`src/logic/pats_pkg.sv`:
```
// Constants, register map and reset values of the PWM / converter trigger block
package pats_pkg;

  // ==========================================================================
  // Clock and timing
  localparam int CLK_HZ = 100_000_000;
  localparam int CLK_PERIOD_NS = 10;
  localparam int DEADTIME_NS = 500;
  localparam int DEADTIME_CYC = (DEADTIME_NS + CLK_PERIOD_NS - 1) / CLK_PERIOD_NS;
  localparam int PRETRIG0_CYC = DEADTIME_CYC / 2;
  localparam int SPI_HZ = 3_120_000;
  localparam int SPI_HALF_CYC = CLK_HZ / (2 * SPI_HZ);
  localparam int ADC_NORM_HZ = 24_000_000;
  localparam int ADC_CAL_HZ = 6_000_000;
  localparam logic [4:0] ADC_DIV_NORM = 5'(CLK_HZ / ADC_NORM_HZ);
  localparam logic [4:0] ADC_DIV_CAL = 5'(CLK_HZ / ADC_CAL_HZ);
  localparam logic [5:0] AVG_CAL = 6'h20;
  localparam logic [5:0] AVG_NORM = 6'h01;
  localparam int FILT_SAMPLES = 4;
  localparam int SLOW_PRESCALE = 16;
  localparam int SLOW_RATIO = 10;

  // ==========================================================================
  // Reset values
  localparam logic [15:0] START_RST = 16'hf448;
  localparam logic [15:0] END_RST = 16'h0bb7;
  localparam logic [15:0] DUTY_RST = 16'h0000;
  localparam logic [15:0] IDLY_RST = 16'h2328;
  localparam logic [15:0] CTRL_RST = 16'h01d1;
  localparam logic [7:0] MASK_RST = 8'hc0;
  localparam logic [5:0] DAC_RST = 6'h3e;
  localparam int PWM_MODULO = int'($signed(END_RST)) - int'($signed(START_RST)) + 1;
  localparam int SLOW_MOD = PWM_MODULO / SLOW_PRESCALE * SLOW_RATIO;

  // ==========================================================================
  // Register offsets (byte addresses)
  localparam logic [7:0] OFS_CTRL = 8'h00;
  localparam logic [7:0] OFS_START = 8'h04;
  localparam logic [7:0] OFS_END = 8'h08;
  localparam logic [7:0] OFS_DUTY0 = 8'h0c;
  localparam logic [7:0] OFS_DUTY1 = 8'h10;
  localparam logic [7:0] OFS_DUTY2 = 8'h14;
  localparam logic [7:0] OFS_DEAD = 8'h18;
  localparam logic [7:0] OFS_PT0 = 8'h1c;
  localparam logic [7:0] OFS_IDLY = 8'h20;
  localparam logic [7:0] OFS_MASK = 8'h24;
  localparam logic [7:0] OFS_DAC = 8'h28;
  localparam logic [7:0] OFS_STATUS = 8'h2c;
  localparam logic [7:0] OFS_SPI = 8'h30;
  localparam logic [3:0] RES_PAGE = 4'h4;

  // ==========================================================================
  // Control bits
  localparam int C_TRIG_EN = 0;
  localparam int C_FAULT_POL = 1;
  localparam int C_HS_POL = 2;
  localparam int C_LS_POL = 3;
  localparam int C_B2B = 4;
  localparam int C_CAL = 5;
  localparam int C_AUTO_CLR = 6;
  localparam int C_CMP_FLT = 7;
  localparam int C_PIN_FLT = 8;

  // Status flag bits
  localparam int F_SEQ = 0;
  localparam int F_DLY = 1;
  localparam int F_FAST = 2;
  localparam int F_SLOW = 3;
  localparam int F_FAULT = 4;

endpackage

```
`src/logic/pats_top.sv`:
```
// PWM generator with delay block, converter pre-triggers, comparator filter and SPI
// Behaviour
// - Counter runs signed start to end value
// - Channels six and seven held inactive
// - Odd channel drives complement of even
// - Fault disables pairs, clears at reload
// - Dead time inserted at each pair
// - Fault and side polarities are selectable
// - Reload trigger pulses at period start
// - Reload trigger restarts delay block counter
// - Pre-trigger 0 after half dead time
// - Back-to-back pre-trigger 1 on completion
// - Converters start only on pre-triggers
// - Fast-loop interrupt on first completion
// - Sequence error on unread result
// - Delay interrupt at interrupt delay value
// - Shared request, readable error flag
// - Reference DAC code 62 of 64
// - Filter needs four agreeing samples
// - Slow timer prescaled, interrupts on its own wrap at SLOW_MOD
// - SPI master 3.12 MHz, select high
// - Calibration 6 MHz, averaging 32
module pats_top #(
  parameter int ADC_W = 12,
  parameter int SLOW_MOD = pats_pkg::SLOW_MOD,
  parameter logic [15:0] DEAD_RST = 16'(pats_pkg::DEADTIME_CYC)
) (
  input logic pclk,
  input logic presetn,
  input logic psel,
  input logic penable,
  input logic pwrite,
  input logic [7:0] paddr,
  input logic [31:0] pwdata,
  output logic [31:0] prdata,
  output logic pready,
  output logic pslverr,
  input logic fault_pin,
  input logic cmp_raw,
  output logic [5:0] dac_code,
  output logic [7:0] pwm_out,
  output logic reload_trigger,
  output logic [1:0] adc_start,
  output logic [1:0] adc_seq,
  input logic [1:0] adc_done,
  input logic [ADC_W-1:0] adc_data0,
  input logic [ADC_W-1:0] adc_data1,
  output logic [4:0] adc_clk_div,
  output logic [5:0] adc_avg_samples,
  output logic fast_loop_irq,
  output logic delay_irq,
  output logic slow_irq,
  output logic spi_sclk,
  output logic spi_mosi,
  output logic spi_cs1,
  input logic spi_miso
);

  typedef struct packed {
    logic [15:0] ctrl;
    logic [15:0] start;
    logic [15:0] end_v;
    logic [2:0][15:0] duty;
    logic [15:0] dead;
    logic [15:0] pt0;
    logic [15:0] idly;
    logic [7:0] mask;
    logic [5:0] dac;
    logic [3:0] flags;
    logic [31:0] prdata;
    logic err;
    logic [15:0] cnt;
    logic reload;
    logic trig;
    logic [2:0] raw;
    logic [2:0][15:0] dtc;
    logic [7:0] pwm;
    logic fault_lat;
    logic fault_s1;
    logic fault_s2;
    logic cmp_s1;
    logic cmp_s2;
    logic cmp_filt;
    logic [1:0] cmp_run;
    logic [15:0] dcnt;
    logic drun;
    logic [1:0] start_p;
    logic [1:0] seq;
    logic [3:0][ADC_W-1:0] res;
    logic [3:0] unread;
    logic [3:0] sdiv;
    logic [15:0] scnt;
    logic [7:0] tx;
    logic [7:0] rx;
    logic [2:0] bitc;
    logic [4:0] sdv;
    logic busy;
    logic sclk;
    logic miso_s1;
    logic miso_s2;
  } pats_state_t;

  pats_state_t s_reg;
  pats_state_t s_next;
  logic fault_now;
  logic acc;
  logic [7:0] idle_pat;
  logic [ADC_W-1:0] conv_data [2];

  function automatic logic is_res(input logic [7:0] a);
    return (a[7:4] == pats_pkg::RES_PAGE) && (a[1:0] == 2'b00);
  endfunction

  function automatic logic pin_lvl(input logic act, input logic pol_low);
    return act ^ pol_low;
  endfunction

  // ==========================================================================
  // Fault source and helpers
  // fault polarity applied
  assign fault_now = ((s_reg.fault_s2 ^ s_reg.ctrl[pats_pkg::C_FAULT_POL])
                      & s_reg.ctrl[pats_pkg::C_PIN_FLT])
                     | (s_reg.cmp_filt & s_reg.ctrl[pats_pkg::C_CMP_FLT]);
  assign acc = psel && penable;
  assign idle_pat = {4{s_reg.ctrl[pats_pkg::C_LS_POL], s_reg.ctrl[pats_pkg::C_HS_POL]}};
  assign conv_data[0] = adc_data0;
  assign conv_data[1] = adc_data1;

  // ==========================================================================
  // Next state
  always_comb begin
    s_next = s_reg;
    s_next.reload = 1'b0;
    s_next.trig = 1'b0;
    s_next.start_p = 2'b00;
    s_next.fault_s1 = fault_pin;
    s_next.fault_s2 = s_reg.fault_s1;
    s_next.cmp_s1 = cmp_raw;
    s_next.cmp_s2 = s_reg.cmp_s1;
    s_next.miso_s1 = spi_miso;
    s_next.miso_s2 = s_reg.miso_s1;

    // Setup phase: capture read data and decode error
    if (psel && !penable) begin
      s_next.err = 1'b0;
      s_next.prdata = 32'h0000_0000;
      if (paddr == pats_pkg::OFS_CTRL) begin
        s_next.prdata = {16'h0000, s_reg.ctrl};
      end else if (paddr == pats_pkg::OFS_START) begin
        s_next.prdata = {16'h0000, s_reg.start};
      end else if (paddr == pats_pkg::OFS_END) begin
        s_next.prdata = {16'h0000, s_reg.end_v};
      end else if (paddr == pats_pkg::OFS_DUTY0) begin
        s_next.prdata = {16'h0000, s_reg.duty[0]};
      end else if (paddr == pats_pkg::OFS_DUTY1) begin
        s_next.prdata = {16'h0000, s_reg.duty[1]};
      end else if (paddr == pats_pkg::OFS_DUTY2) begin
        s_next.prdata = {16'h0000, s_reg.duty[2]};
      end else if (paddr == pats_pkg::OFS_DEAD) begin
        s_next.prdata = {16'h0000, s_reg.dead};
      end else if (paddr == pats_pkg::OFS_PT0) begin
        s_next.prdata = {16'h0000, s_reg.pt0};
      end else if (paddr == pats_pkg::OFS_IDLY) begin
        s_next.prdata = {16'h0000, s_reg.idly};
      end else if (paddr == pats_pkg::OFS_MASK) begin
        s_next.prdata = {24'h000000, s_reg.mask};
      end else if (paddr == pats_pkg::OFS_DAC) begin
        s_next.prdata = {26'h0000000, s_reg.dac};
      end else if (paddr == pats_pkg::OFS_STATUS) begin
        s_next.prdata = {25'h0000000, s_reg.busy, s_reg.cmp_filt, s_reg.fault_lat, s_reg.flags};
      end else if (paddr == pats_pkg::OFS_SPI) begin
        s_next.prdata = {23'h000000, s_reg.busy, s_reg.rx};
      end else if (is_res(paddr)) begin
        s_next.prdata = {{(32 - ADC_W){1'b0}}, s_reg.res[paddr[3:2]]};
      end else begin
        s_next.err = 1'b1;
      end
    end

    // Access phase writes
    if (acc && pwrite && !s_reg.err) begin
      if (paddr == pats_pkg::OFS_CTRL) begin
        s_next.ctrl = pwdata[15:0];
      end else if (paddr == pats_pkg::OFS_START) begin
        s_next.start = pwdata[15:0];
      end else if (paddr == pats_pkg::OFS_END) begin
        s_next.end_v = pwdata[15:0];
      end else if (paddr == pats_pkg::OFS_DUTY0) begin
        s_next.duty[0] = pwdata[15:0];
      end else if (paddr == pats_pkg::OFS_DUTY1) begin
        s_next.duty[1] = pwdata[15:0];
      end else if (paddr == pats_pkg::OFS_DUTY2) begin
        s_next.duty[2] = pwdata[15:0];
      end else if (paddr == pats_pkg::OFS_DEAD) begin
        s_next.dead = pwdata[15:0];
      end else if (paddr == pats_pkg::OFS_PT0) begin
        s_next.pt0 = pwdata[15:0];
      end else if (paddr == pats_pkg::OFS_IDLY) begin
        s_next.idly = pwdata[15:0];
      end else if (paddr == pats_pkg::OFS_MASK) begin
        s_next.mask = pwdata[7:0];
      end else if (paddr == pats_pkg::OFS_DAC) begin
        s_next.dac = pwdata[5:0];
      end else if (paddr == pats_pkg::OFS_STATUS) begin
        s_next.flags = s_reg.flags & ~pwdata[3:0];
        if (pwdata[pats_pkg::F_FAULT]) begin
          s_next.fault_lat = 1'b0;
        end
      end else if (paddr == pats_pkg::OFS_SPI && !s_reg.busy) begin
        s_next.tx = pwdata[7:0];
        s_next.busy = 1'b1;
        s_next.bitc = 3'h0;
        s_next.sdv = 5'h00;
        s_next.sclk = 1'b0;
      end
    end
    // Reading a result marks it consumed
    if (acc && !pwrite && is_res(paddr)) begin
      s_next.unread[paddr[3:2]] = 1'b0;
    end

    // period wrap from end to start value
    if ($signed(s_reg.cnt) >= $signed(s_reg.end_v)) begin
      s_next.cnt = s_reg.start;
      s_next.reload = 1'b1;
      s_next.trig = s_reg.ctrl[pats_pkg::C_TRIG_EN];
    end else begin
      s_next.cnt = s_reg.cnt + 16'h0001;
    end

    // fault latch, set wins over clear
    if (fault_now) begin
      s_next.fault_lat = 1'b1;
    end else if (s_reg.reload && s_reg.ctrl[pats_pkg::C_AUTO_CLR]) begin
      s_next.fault_lat = 1'b0;
    end

    // unused channels and masked ones inactive
    s_next.pwm = idle_pat;
    for (int i = 0; i < 3; i++) begin
      // dead time on every edge of a pair
      if (($signed(s_reg.cnt) < $signed(s_reg.duty[i])) != s_reg.raw[i]) begin
        s_next.raw[i] = ~s_reg.raw[i];
        s_next.dtc[i] = s_reg.dead;
      end else if (s_reg.dtc[i] != 16'h0000) begin
        s_next.dtc[i] = s_reg.dtc[i] - 16'h0001;
      end
      if (s_reg.dtc[i] == 16'h0000 && !s_reg.fault_lat && !fault_now) begin
        s_next.pwm[2 * i] = s_reg.mask[2 * i] ? idle_pat[2 * i]
          : pin_lvl(s_reg.raw[i], s_reg.ctrl[pats_pkg::C_HS_POL]);
        s_next.pwm[2 * i + 1] = s_reg.mask[2 * i + 1] ? idle_pat[2 * i + 1]
          : pin_lvl(~s_reg.raw[i], s_reg.ctrl[pats_pkg::C_LS_POL]);
      end
    end

    if (s_reg.trig) begin
      s_next.dcnt = 16'h0000;
      s_next.drun = 1'b1;
    end else if (s_reg.drun) begin
      s_next.dcnt = s_reg.dcnt + 16'h0001;
      if (s_reg.dcnt == s_reg.idly) begin
        s_next.flags[pats_pkg::F_DLY] = 1'b1;
        s_next.drun = 1'b0;
      end
    end

    for (int c = 0; c < 2; c++) begin
      if (adc_done[c]) begin
        s_next.res[2 * c + int'(s_reg.seq[c])] = conv_data[c];
        s_next.unread[2 * c + int'(s_reg.seq[c])] = 1'b1;
        if (!s_reg.seq[c]) begin
          if (c == 0) begin
            s_next.flags[pats_pkg::F_FAST] = 1'b1;
          end
          if (s_reg.ctrl[pats_pkg::C_B2B]) begin
            s_next.start_p[c] = 1'b1;
            s_next.seq[c] = 1'b1;
            if (s_reg.unread[2 * c + 1]) begin
              s_next.flags[pats_pkg::F_SEQ] = 1'b1;
            end
          end
        end
      end
      // first pre-trigger after half dead time
      if (s_reg.drun && s_reg.dcnt == s_reg.pt0) begin
        s_next.start_p[c] = 1'b1;
        s_next.seq[c] = 1'b0;
        if (s_reg.unread[2 * c]) begin
          s_next.flags[pats_pkg::F_SEQ] = 1'b1;
        end
      end
    end

    // four agreeing samples flip the filter
    if (s_reg.cmp_s2 == s_reg.cmp_filt) begin
      s_next.cmp_run = 2'h0;
    end else if (s_reg.cmp_run == 2'(pats_pkg::FILT_SAMPLES - 1)) begin
      s_next.cmp_filt = s_reg.cmp_s2;
      s_next.cmp_run = 2'h0;
    end else begin
      s_next.cmp_run = s_reg.cmp_run + 2'h1;
    end

    s_next.sdiv = s_reg.sdiv + 4'h1;
    if (s_reg.sdiv == 4'(pats_pkg::SLOW_PRESCALE - 1)) begin
      if (s_reg.scnt == 16'(SLOW_MOD)) begin
        s_next.scnt = 16'h0000;
        s_next.flags[pats_pkg::F_SLOW] = 1'b1;
      end else begin
        s_next.scnt = s_reg.scnt + 16'h0001;
      end
    end

    // SPI master, mode 0, select high while busy
    if (s_reg.busy) begin
      s_next.sdv = s_reg.sdv + 5'h01;
      if (s_reg.sdv == 5'(pats_pkg::SPI_HALF_CYC - 1)) begin
        s_next.sdv = 5'h00;
        s_next.sclk = ~s_reg.sclk;
        if (!s_reg.sclk) begin
          s_next.rx = {s_reg.rx[6:0], s_reg.miso_s2};
        end else begin
          s_next.tx = {s_reg.tx[6:0], 1'b0};
          s_next.bitc = s_reg.bitc + 3'h1;
          if (s_reg.bitc == 3'h7) begin
            s_next.busy = 1'b0;
          end
        end
      end
    end
  end

  // ==========================================================================
  // State register
  always_ff @(posedge pclk or negedge presetn) begin
    if (!presetn) begin
      s_reg <= '0;
      s_reg.ctrl <= pats_pkg::CTRL_RST;
      s_reg.start <= pats_pkg::START_RST;
      s_reg.end_v <= pats_pkg::END_RST;
      s_reg.cnt <= pats_pkg::START_RST;
      s_reg.duty <= {3{pats_pkg::DUTY_RST}};
      s_reg.dead <= DEAD_RST;
      s_reg.pt0 <= 16'(pats_pkg::PRETRIG0_CYC);
      s_reg.idly <= pats_pkg::IDLY_RST;
      s_reg.mask <= pats_pkg::MASK_RST;
      s_reg.dac <= pats_pkg::DAC_RST;
    end else begin
      s_reg <= s_next;
    end
  end

  // ==========================================================================
  // Outputs
  assign prdata = s_reg.prdata;
  assign pready = acc;
  assign pslverr = acc && s_reg.err;
  assign dac_code = s_reg.dac;
  assign pwm_out = s_reg.pwm;
  assign reload_trigger = s_reg.trig;
  assign adc_start = s_reg.start_p;
  assign adc_seq = s_reg.seq;
  assign adc_clk_div = s_reg.ctrl[pats_pkg::C_CAL] ? pats_pkg::ADC_DIV_CAL : pats_pkg::ADC_DIV_NORM;
  assign adc_avg_samples = s_reg.ctrl[pats_pkg::C_CAL] ? pats_pkg::AVG_CAL : pats_pkg::AVG_NORM;
  assign fast_loop_irq = s_reg.flags[pats_pkg::F_FAST];
  assign delay_irq = s_reg.flags[pats_pkg::F_DLY] | s_reg.flags[pats_pkg::F_SEQ];
  assign slow_irq = s_reg.flags[pats_pkg::F_SLOW];
  assign spi_sclk = s_reg.sclk;
  assign spi_mosi = s_reg.tx[7];
  assign spi_cs1 = s_reg.busy;
endmodule

```
`config.mk`:
```
export PLATFORM = sky130hd
export DESIGN_NAME = pats_top
export DESIGN_NICKNAME = d
export VERILOG_FILES = /design/src/logic/pats_pkg.sv /design/src/logic/pats_top.sv
export SDC_FILE = /design/constraint.sdc
export NUM_CORES = 1
export LEC_CHECK = 0
export ABC_AREA = 1
export BUFFER_PORTS_ARGS = -buffer_cell sky130_fd_sc_hd__buf_2
export CAP_MARGIN = 20
export CORE_MARGIN = 2
export CORE_UTILIZATION = 35
export DETAILED_ROUTE_END_ITERATION = 10
export PLACE_DENSITY = 0.5
export SKIP_LAST_GASP = 1
export SYNTH_ARGS = -nofsm -noshare
export SYNTH_HDL_FRONTEND = slang
export SYNTH_SLANG_ARGS = --single-unit
```
`constraint.sdc`:
```
create_clock -name pclk -period 2.8 [get_ports pclk]
set_clock_uncertainty 0.05 [all_clocks]
set_input_delay 0.14 -clock pclk [delete_from_list [all_inputs] [get_ports pclk]]
set_output_delay 0.14 -clock pclk [all_outputs]
set_load 0.01 [all_outputs]
```
; Word-level counts from Yosys, hierarchy flattened
; Index checks and enable logic that the tools add are counted.
; W data, S select, Z words.
[word_totals]
rom_bits = 0
ram_bits = 0
latchBits = 0
in_bits = 74
n_memories = 0
ff_bits = 401
[classes]
shift = 0
multipliers = 0
order_cmp = 10
bitwise_logic = 32
n_eq_ne = 47
n_div = 0
mux = 165
reduce_logical = 60
add_sub_neg = 11
[op_table]
columns = operator, count
row1 = $mux W16, 17
row2 = $mux W10, 14
row3 = $mux W8, 16
row4 = $bwmux W48, 2
row5 = $mux W12, 8
row6 = $mux W1, 73
row7 = $mux W4, 14
row8 = $mux W53, 1
row9 = $mux W26, 2
row10 = $mux W52, 1
row11 = $add A16 B1 Y16 const B, 3
row12 = $logic_not A16 Y1, 3
row13 = $lt A16 B16 Y1, 3
row14 = $reduce_bool A16 Y1, 3
row15 = $sub A16 B1 Y16 const B, 3
row16 = $eq A8 B6 Y1 const B, 5
row17 = $mux W17, 2
row18 = $ne A3 B2 Y1 const B, 11
row19 = $eq A16 B16 Y1, 2
row20 = $eq A8 B5 Y1 const B, 4
row21 = $reduce_and A14 Y1, 2
row22 = $bmux W12 S2, 1
row23 = $demux W12 S2, 1
row24 = $ne A2 B2 Y1 const B, 12
row25 = 54 further kinds, 122

; Logic depth before layout (Yosys ltp)
; Gate-level depths: netlist of run 1.
[depth]
ltp_word = 27
ltp_mapped = 17

; Worst setup path after synthesis of run 1
; Ideal clock, no wire load.
[synth_timing]
kind = register to register
startpoint = register s_reg[205] (netlist name)
endpoint = register s_reg[198] (netlist name)
path_buffers = 1
arrival_ns = 2.020
t_required_ns = 2.633
synth_period_minus_slack_ns = 2.187
stages_incl_launch_ff = 9
setup_slack_ns = 0.613
setup_ns = 0.117
path_cell_list = dfstp_2 > ha_1 > nand2_1 > nor2_1 > a41oi_1 > nand2_1 > buf_2 > nand2_1 > nand2_1
[synth_lines]
columns = element, line
row1 = from (decl), pats_top.sv:103  ; pats_state_t s_reg;
row2 = from (signal assigned), pats_top.sv:349  ; s_reg <= s_next;

; Worst setup path after layout of run 1
[layout_timing]
startpoint = register s_reg[203] (netlist name)
endpoint = register s_reg[138] (netlist name)
[layout_via]
elab_chain_len = 3
[layout_lines]
columns = element, line
row1 = $lt A16 B16 Y1 *, pats_top.sv:242  ; if (($signed(s_reg.cnt) < $signed(s_reg.duty[i])) != s_reg.raw[i]) begin
row2 = $ne A1 B1 Y1 *, pats_top.sv:242
row3 = $mux W16 or $reduce_bool A2 Y1 (tied branches), --
; Mark *: on every way between the ends. The rest lies on a longest branch, timed or not.
; A chain may end at the register's enable or synchronous reset.

==> results of run 1 <==
-- power groups by stage --
stage / clock network (uW) / registers [uW] / logic, uW
2_1_floorplan: 0 / 6560 / 2260
3_3_place_gp: 0 / 6660 / 2950
3_5_place_dp: 0 / 6680 / 3010
4_1_cts: 6560 / 6590 / 3070
5_1_grt: 6770 / 6670 / 3540
6_report: 6370 / 6590 / 3040
-- layout make-up --
| cell class | count | area (um^2) | area share, % |
|---|---|---|---|
| Clock buffer | 72 | 1420 | 5.91 |
| Inverter | 304 | 1140 | 4.75 |
| Multi-Input combinational cell | 1827 | 9280 | 38.6 |
| Timing Repair Buffer | 188 | 1310 | 5.46 |
| Antenna cell | 1 | 2.50 | 0.0104 |
| Clock inverter | 16 | 214 | 0.890 |
| Tap cell | 773 | 967 | 4.02 |
| Sequential cell | 385 | 9690 | 40.3 |
-- routing by layer --
metal  vias up  wire length, um
met3        76             3660
met2       430            29300
met1      8435            29700
met4         0             1280
met5         -                0
li1       8663                -
-- worst max-delay path, stage by stage (launching register included) --
cell and delay, ps:
dfstp_2 630, ha_1 270, nand2_1 70, inv_1 30, o21ai_0 140, nand2_1 80
a21oi_1 160, nand3b_1 170, nand2_1 160, nand2_1 80, nand2_2 350, nand2_1 90
nand2_1 70, nand2_1 50
-- worst max path at each step --
stage                           from    endpoint  slack, ps  depth (start not counted)
after global placement    s_reg[203]  s_reg[137]        320                         13
after CTS                 s_reg[203]  s_reg[138]        240                         13
after floorplan           s_reg[205]  s_reg[198]        610                          8
after global routing      s_reg[203]  s_reg[137]         30                         13
after detailed placement  s_reg[203]  s_reg[138]        260                         13
final                     s_reg[203]  s_reg[138]        270                         13
-- cell families after synthesis --
family	share of synthesized area (%)
AOI/OAI and AO/OA	11.8
xor gates and xnor gates	3.43
adders and majority gates	4.37
buffers and inverters	9.65
DFF	46.3
muxes	0.0538
other	0.0179
and+or+nand+nor	24.3
-- timing repair --
item                      in CTS  in global routing
setup buffers                  0                  0
hold endpoints to repair     121                  0
hold buffers                  35                  0
-- metrics by stage --
step | total power [uW] | hold WS [ps] | instances
global placement | 9610 | 201 | 3442
detailed placement | 9690 | 200 | 3442
floorplan | 8820 | -206 | 2660
global route | 17000 | 69.6 | 3565
finish | 16000 | 33.7 | 3566
CTS | 16200 | 4.20 | 3565
-- cell usage in the layout (no fill, tap or decap), types with 35 or more instances in the layout --
| cell | n |
|---|---|
| nand2_1 | 789 |
| dfrtp_1 | 339 |
| inv_1 | 291 |
| o21ai_0 | 228 |
| nor2_1 | 168 |
| nand3_1 | 105 |
| buf_2 | 103 |
| a21oi_1 | 81 |
| ha_1 | 73 |
| xor2_1 | 64 |
| o21ai_1 | 62 |
| clkbuf_16 | 48 |
| dfstp_2 | 46 |
| buf_4 | 44 |
| nor3_1 | 40 |
| dlygate4sd3_1 | 35 |
==> impl_metrics.py, run 1 <==
metrics = {
    "status": {
        "outcome": "completed",
    },
    "routing": {
        "routed_via_density": 4.94,
        "vias": 17600,
        "ant_nets": 0,
        "drt-wirelength-per-cell_um": 17.9,
        "routed_wl_um": 63900,
        "first_pass_iters": 5,
        "drc": 0,
        "drtIter0Drc": 1300,
    },
    "clock_tree": {
        "clk_latency_ps": 600,
        "ctsHtreeMaxLevel": 2,
        "cts_root_buf": "clkbuf_16",
        "cts_tree": "built",
        "numCtsBuffers": 47,
        "clk_pin_slew_ps": 60,
        "cts_buffer_depth": 3,
        "cts_resized": 0,
        "cts_sinks": 385,
    },
    "critical_path": {
        "cp.required_ps": 3220,
        "r2r_setup_slack_ps": 270,
        "worstSetupEndpointType": "flop",
        "rr_worst_depth": 13,
        "r2r_start": "s_reg[203]",
        "crit_type": "reg2reg",
        "worst_r2r_endpoint": "s_reg[138]",
        "cp_data_arrival_time_ps": 2950,
        "cp-start-kind": "flop",
        "worstPathMaxFanout": 28,
    },
    "logic_synthesis": {
        "synthFlopType": "dfrtp_1",
        "syn_area_um2": 20900,
        "ys_warn_count": 0,
        "async_flop_share_pct": 100,
        "yosysTopAreaCell": "dfrtp_1",
        "synth_top_area_share_pct": 40.6,
        "yosysSeqAreaShare_pct": 46.3,
        "synth-edff-count": 0,
        "synthDistinctLibCells": 55,
        "yosysMostFrequentCell": "nand2_1",
        "yosys_register_bits": 385,
        "postSynthAreaPerCell_um2": 7.93,
        "synthTopCellsByCount": "nand2_1, dfrtp_1, inv_1, o21ai_0, nor2_1",
        "synth.top_cells.by_area": "dfrtp_1, nand2_1, dfstp_2",
        "postSynthCellCount": 2638,
    },
    "power_and_ir_drop": {
        "cellPowerDensity_nw_per_um2": 666,
        "p_sw_share_pct": 30.8,
        "vdd_ir_drop_max_mv": 0.420,
        "p_switching_uw": 4930,
        "seqPwrFrac_pct": 41.2,
        "p_clk_share_pct": 39.8,
        "p_leak_uw": 0.0119,
        "combPwrFrac_pct": 19.0,
        "internal-power_uw": 11100,
    },
    "layout": {
        "synthToLayoutAreaGrowth_pct": 14.9,
        "fin_nets": 2900,
        "finalCoreUtilization_pct": 40.7,
        "fillers": 5996,
        "largest_reg_flops": 340,
        "drive_above_1_share_pct": 12.0,
        "finalInstanceArea_um2": 24000,
    },
    "sta": {
        "finalCritPeriodShare_pct": 90.2,
        "slew_viol_final": 0,
        "setup_viol": 0,
        "finalSetupTns_ps": 0,
        "slew_headroom_pct": 41.2,
        "rsz0062_at_grt": "false",
        "fmax_ghz": 0.396,
        "tightest_slew_ps": 883,
        "hold_viol_final": 0,
        "fin_ws_ps": 273,
        "period_minus_slack_ps": 2530,
    },
    "placed_design": {
        "dp.final_hpwl_um": 46400,
        "dpl_cell_area_um2": 22000,
        "numPortBuffers": 104,
        "gp_congestion": 0.878,
        "dp_slack_ps": 256,
    },
    "global_routing": {
        "grt_pass1_vias": 17300,
        "grt-busiest-layer": "met2",
        "track_usage_pct": 20.7,
        "met2_usage_pct": 33.0,
        "grt_remaining_overflow": 0,
        "met1_usage_pct": 29.3,
        "gr-usage-met3_pct": 3.30,
        "grt_max_degree": 89,
        "antenna_found_initial": 0,
        "grt_pass1_wl_um": 101000,
    },
    "die": {
        "start_util_pct": 35.4,
        "dieWidth_um": 248,
        "core_area_um2": 59000,
        "die_h_um": 248,
        "die_area_um2": 61700,
        "placementRows": 89,
        "boundaryPins": 144,
    },
    "min_path": {
        "holdPathEnd": "s_reg[389]",
        "hold_depth": 6,
        "hold_start": "paddr[0]",
        "hp-class": "in2reg",
    },
    "flow_run": {
        "cap_violations": 0,
    },
}
No activity file was read; power rests on OpenSTA's default activity.
==> run 2, diff against run 1 <==
--- a/config.mk
+++ b/config.mk
@@ -5,7 +5,6 @@
 export SDC_FILE = /design/constraint.sdc
 export NUM_CORES = 1
 export LEC_CHECK = 0
-export ABC_AREA = 1
 export BUFFER_PORTS_ARGS = -buffer_cell sky130_fd_sc_hd__buf_2
 export CAP_MARGIN = 20
 export CORE_MARGIN = 2
==> run 2 against run 1 <==
  * Largest power group unchanged
  * Final area increased by 2.6%
  * Global-route usage about the same
  * Non-clock buffer count is 52 higher
  * The run now ends with negative setup slack left
  * Power up 0.53%
  * Synthesized cell count decreased by 27%
  * Setup slack lost 360 ps
==> impl_metrics.py, run 2 <==
metrics = {
    "placed_design": {
        "dp.final_hpwl_um": 45200,
        "numPortBuffers": 104,
        "gp_congestion": 0.888,
        "dp_slack_ps": -87.4,
        "placed_cells": 2758,
    },
    "routing": {
        "vias": 15300,
        "routed_via_density": 5.27,
        "first_pass_iters": 5,
        "routed_wl_um": 63300,
        "drc": 0,
        "drtIter0Drc": 876,
        "ant_nets": 0,
        "drt-wirelength-per-cell_um": 21.8,
    },
    "min_path": {
        "hp-class": "in2async",
    },
    "layout": {
        "largest_reg_flops": 340,
        "fin_nets": 2236,
        "drive_above_1_share_pct": 29.7,
        "final_cell_mix": "dfrtp_1, mux2_2, nand2_1",
        "finalCoreUtilization_pct": 41.8,
        "fillers": 5780,
        "final_cells": 2899,
        "multi_input_area_um2": 10200,
        "seqCellArea_um2": 9690,
        "synthToLayoutAreaGrowth_pct": 18.2,
        "layout_commonest_cell": "dfrtp_1",
    },
    "flow_run": {
        "cap_violations": 0,
    },
    "logic_synthesis": {
        "yosysSeqAreaShare_pct": 46.5,
        "synthTopCellsByCount": "dfrtp_1, mux2_2, nand2_1, nor2_1, o21ai_0",
        "syn_area_um2": 20900,
        "synth_top_area_share_pct": 40.7,
        "synthFlopType": "dfrtp_1",
        "synthDistinctLibCells": 84,
        "postSynthCellCount": 1933,
        "ys_warn_count": 0,
        "yosysMostFrequentCell": "dfrtp_1",
        "postSynthAreaPerCell_um2": 10.8,
        "yosysTopAreaCell": "dfrtp_1",
        "synth-edff-count": 0,
        "async_flop_share_pct": 100,
        "synth.top_cells.by_area": "dfrtp_1, mux2_2, dfstp_2",
        "yosys_register_bits": 385,
    },
    "die": {
        "start_util_pct": 35.3,
        "dieWidth_um": 248,
        "die_area_um2": 61600,
        "boundaryPins": 144,
        "die_h_um": 248,
        "placementRows": 89,
        "core_area_um2": 59000,
    },
    "critical_path": {
        "worstSetupEndpointType": "flop",
        "cp.required_ps": 3200,
        "cpLargestDelayFamily": "compound AO/OA/AOI/OAI gates",
        "cp_data_arrival_time_ps": 3290,
        "cp-start-kind": "flop",
        "critical_path.cell_chain": "ha_1 -> a21o_1 -> a2111o_1 -> a2111oi_4 -> a211o_2 -> xor2_4 -> buf_12 -> mux2_2",
        "slowest_delay_ps": 560,
        "crit_type": "reg2reg",
        "slowest_stage": "dfstp_2",
        "worstPathMaxFanout": 8,
        "path_buf_inv": 1,
    },
    "global_routing": {
        "grt_pass1_vias": 15400,
        "grt_pass1_wl_um": 96200,
        "antenna_found_initial": 5,
        "track_usage_pct": 20.7,
        "grt_remaining_overflow": 0,
        "grt_max_degree": 71,
    },
    "clock_tree": {
        "ctsHtreeMaxLevel": 2,
        "cts_root_buf": "clkbuf_16",
        "cts_sinks": 385,
        "clk_pin_slew_ps": 60,
        "clk_latency_ps": 600,
        "cts_tree": "built",
        "numCtsBuffers": 45,
        "cts_buffer_depth": 3,
    },
    "status": {
        "outcome": "finished with violations",
        "violations": "negative setup slack",
    },
    "sta": {
        "fmax_ghz": 0.346,
        "finalCritPeriodShare_pct": 103,
        "setup_viol": 29,
        "slew_viol_final": 0,
        "rsz0062_at_grt": "true",
        "tightest_slew_ps": 954,
        "slew_headroom_pct": 36.2,
        "finalSetupTns_ps": -1390,
        "fin_ws_ps": -88.1,
        "period_minus_slack_ps": 2890,
        "hold_viol_final": 0,
    },
    "power_and_ir_drop": {
        "vdd_ir_drop_max_mv": 0.567,
        "fin_total_pwr_uw": 16100,
        "cellPowerDensity_nw_per_um2": 652,
        "p_leak_uw": 0.0115,
    },
}
## run 2: repair_timing
item	4_1_cts	5_1_grt
hold buffers	48	0
setup buffers	1	5
gates resized for setup	7	36
setup endpoints to repair	49	61
pin swaps	4	8
hold endpoints to repair	297	0
gates cloned	1	2
## run 2: cells by family after synthesis
kind of cell | synth area share, %
DFF | 46.5
muxes | 16.9
buffers and inverters | 5.79
other | 0.0180
and+or+nand+nor | 12.2
adders and majority gates | 4.38
AOI/OAI and AO/OA | 9.35
xor gates and xnor gates | 4.91
## run 2: report_power, final
group | total, uW | internal [uW] | switching (uW)
Combinational | 3280 | 1710 | 1570
Clock | 6150 | 3670 | 2470
Sequential | 6660 | 6160 | 502
## run 2: per-layer routing
metal / up-vias / track usage, % / part of all wire, %
li1: 7100 / - / -
met1: 7713 / 28.7 / 46
met2: 365 / 33.6 / 47
met3: 82 / 3.48 / 5.1
met4: 6 / 5.13 / 2.0
met5: - / 0 / 0.071
## run 2: worst register-to-register path, delay by kind of cell, from the launching register on
family	cells	cell delay, ps
mux	1	340
flops	1	560
xor+xnor	1	260
buf+inv	1	180
compound gates	4	1110
fa+ha+maj	1	250
## run 2: worst paths after layout
kind | start | end | slack [ps] | depth (start not counted)
setup / recovery | s_reg[203] | s_reg[140] | -90 | 8
hold / removal | presetn | prdata[13] | 70 | 2
setup reg to reg | s_reg[203] | s_reg[140] | -90 | 8
hold reg to reg | s_next[124] | s_reg[124] | 300 | 0
max in group asynchronous | presetn | s_reg[293] | 1750 | 3
min in group pclk | paddr[0] | s_reg[206] | 80 | 4
## run 2: cell type report
class	count	share of cell area (%)
diodes	2	0.0203
well taps	773	3.92
inverters	90	1.37
repair buffers	240	7.64
flip-flops and latches	385	39.3
clock inverters	17	0.995
clock buffers	65	5.24
multi-input cells	1327	41.5
## run 2: stage by stage
step | hold slack [ps] | instance area [um^2]
after global placement | 114 | 22300
final | 74.6 | 24700
after global routing | 110 | 24700
after detailed placement | 110 | 22300
after CTS | 33.2 | 24400
after floorplan | -206 | 20900
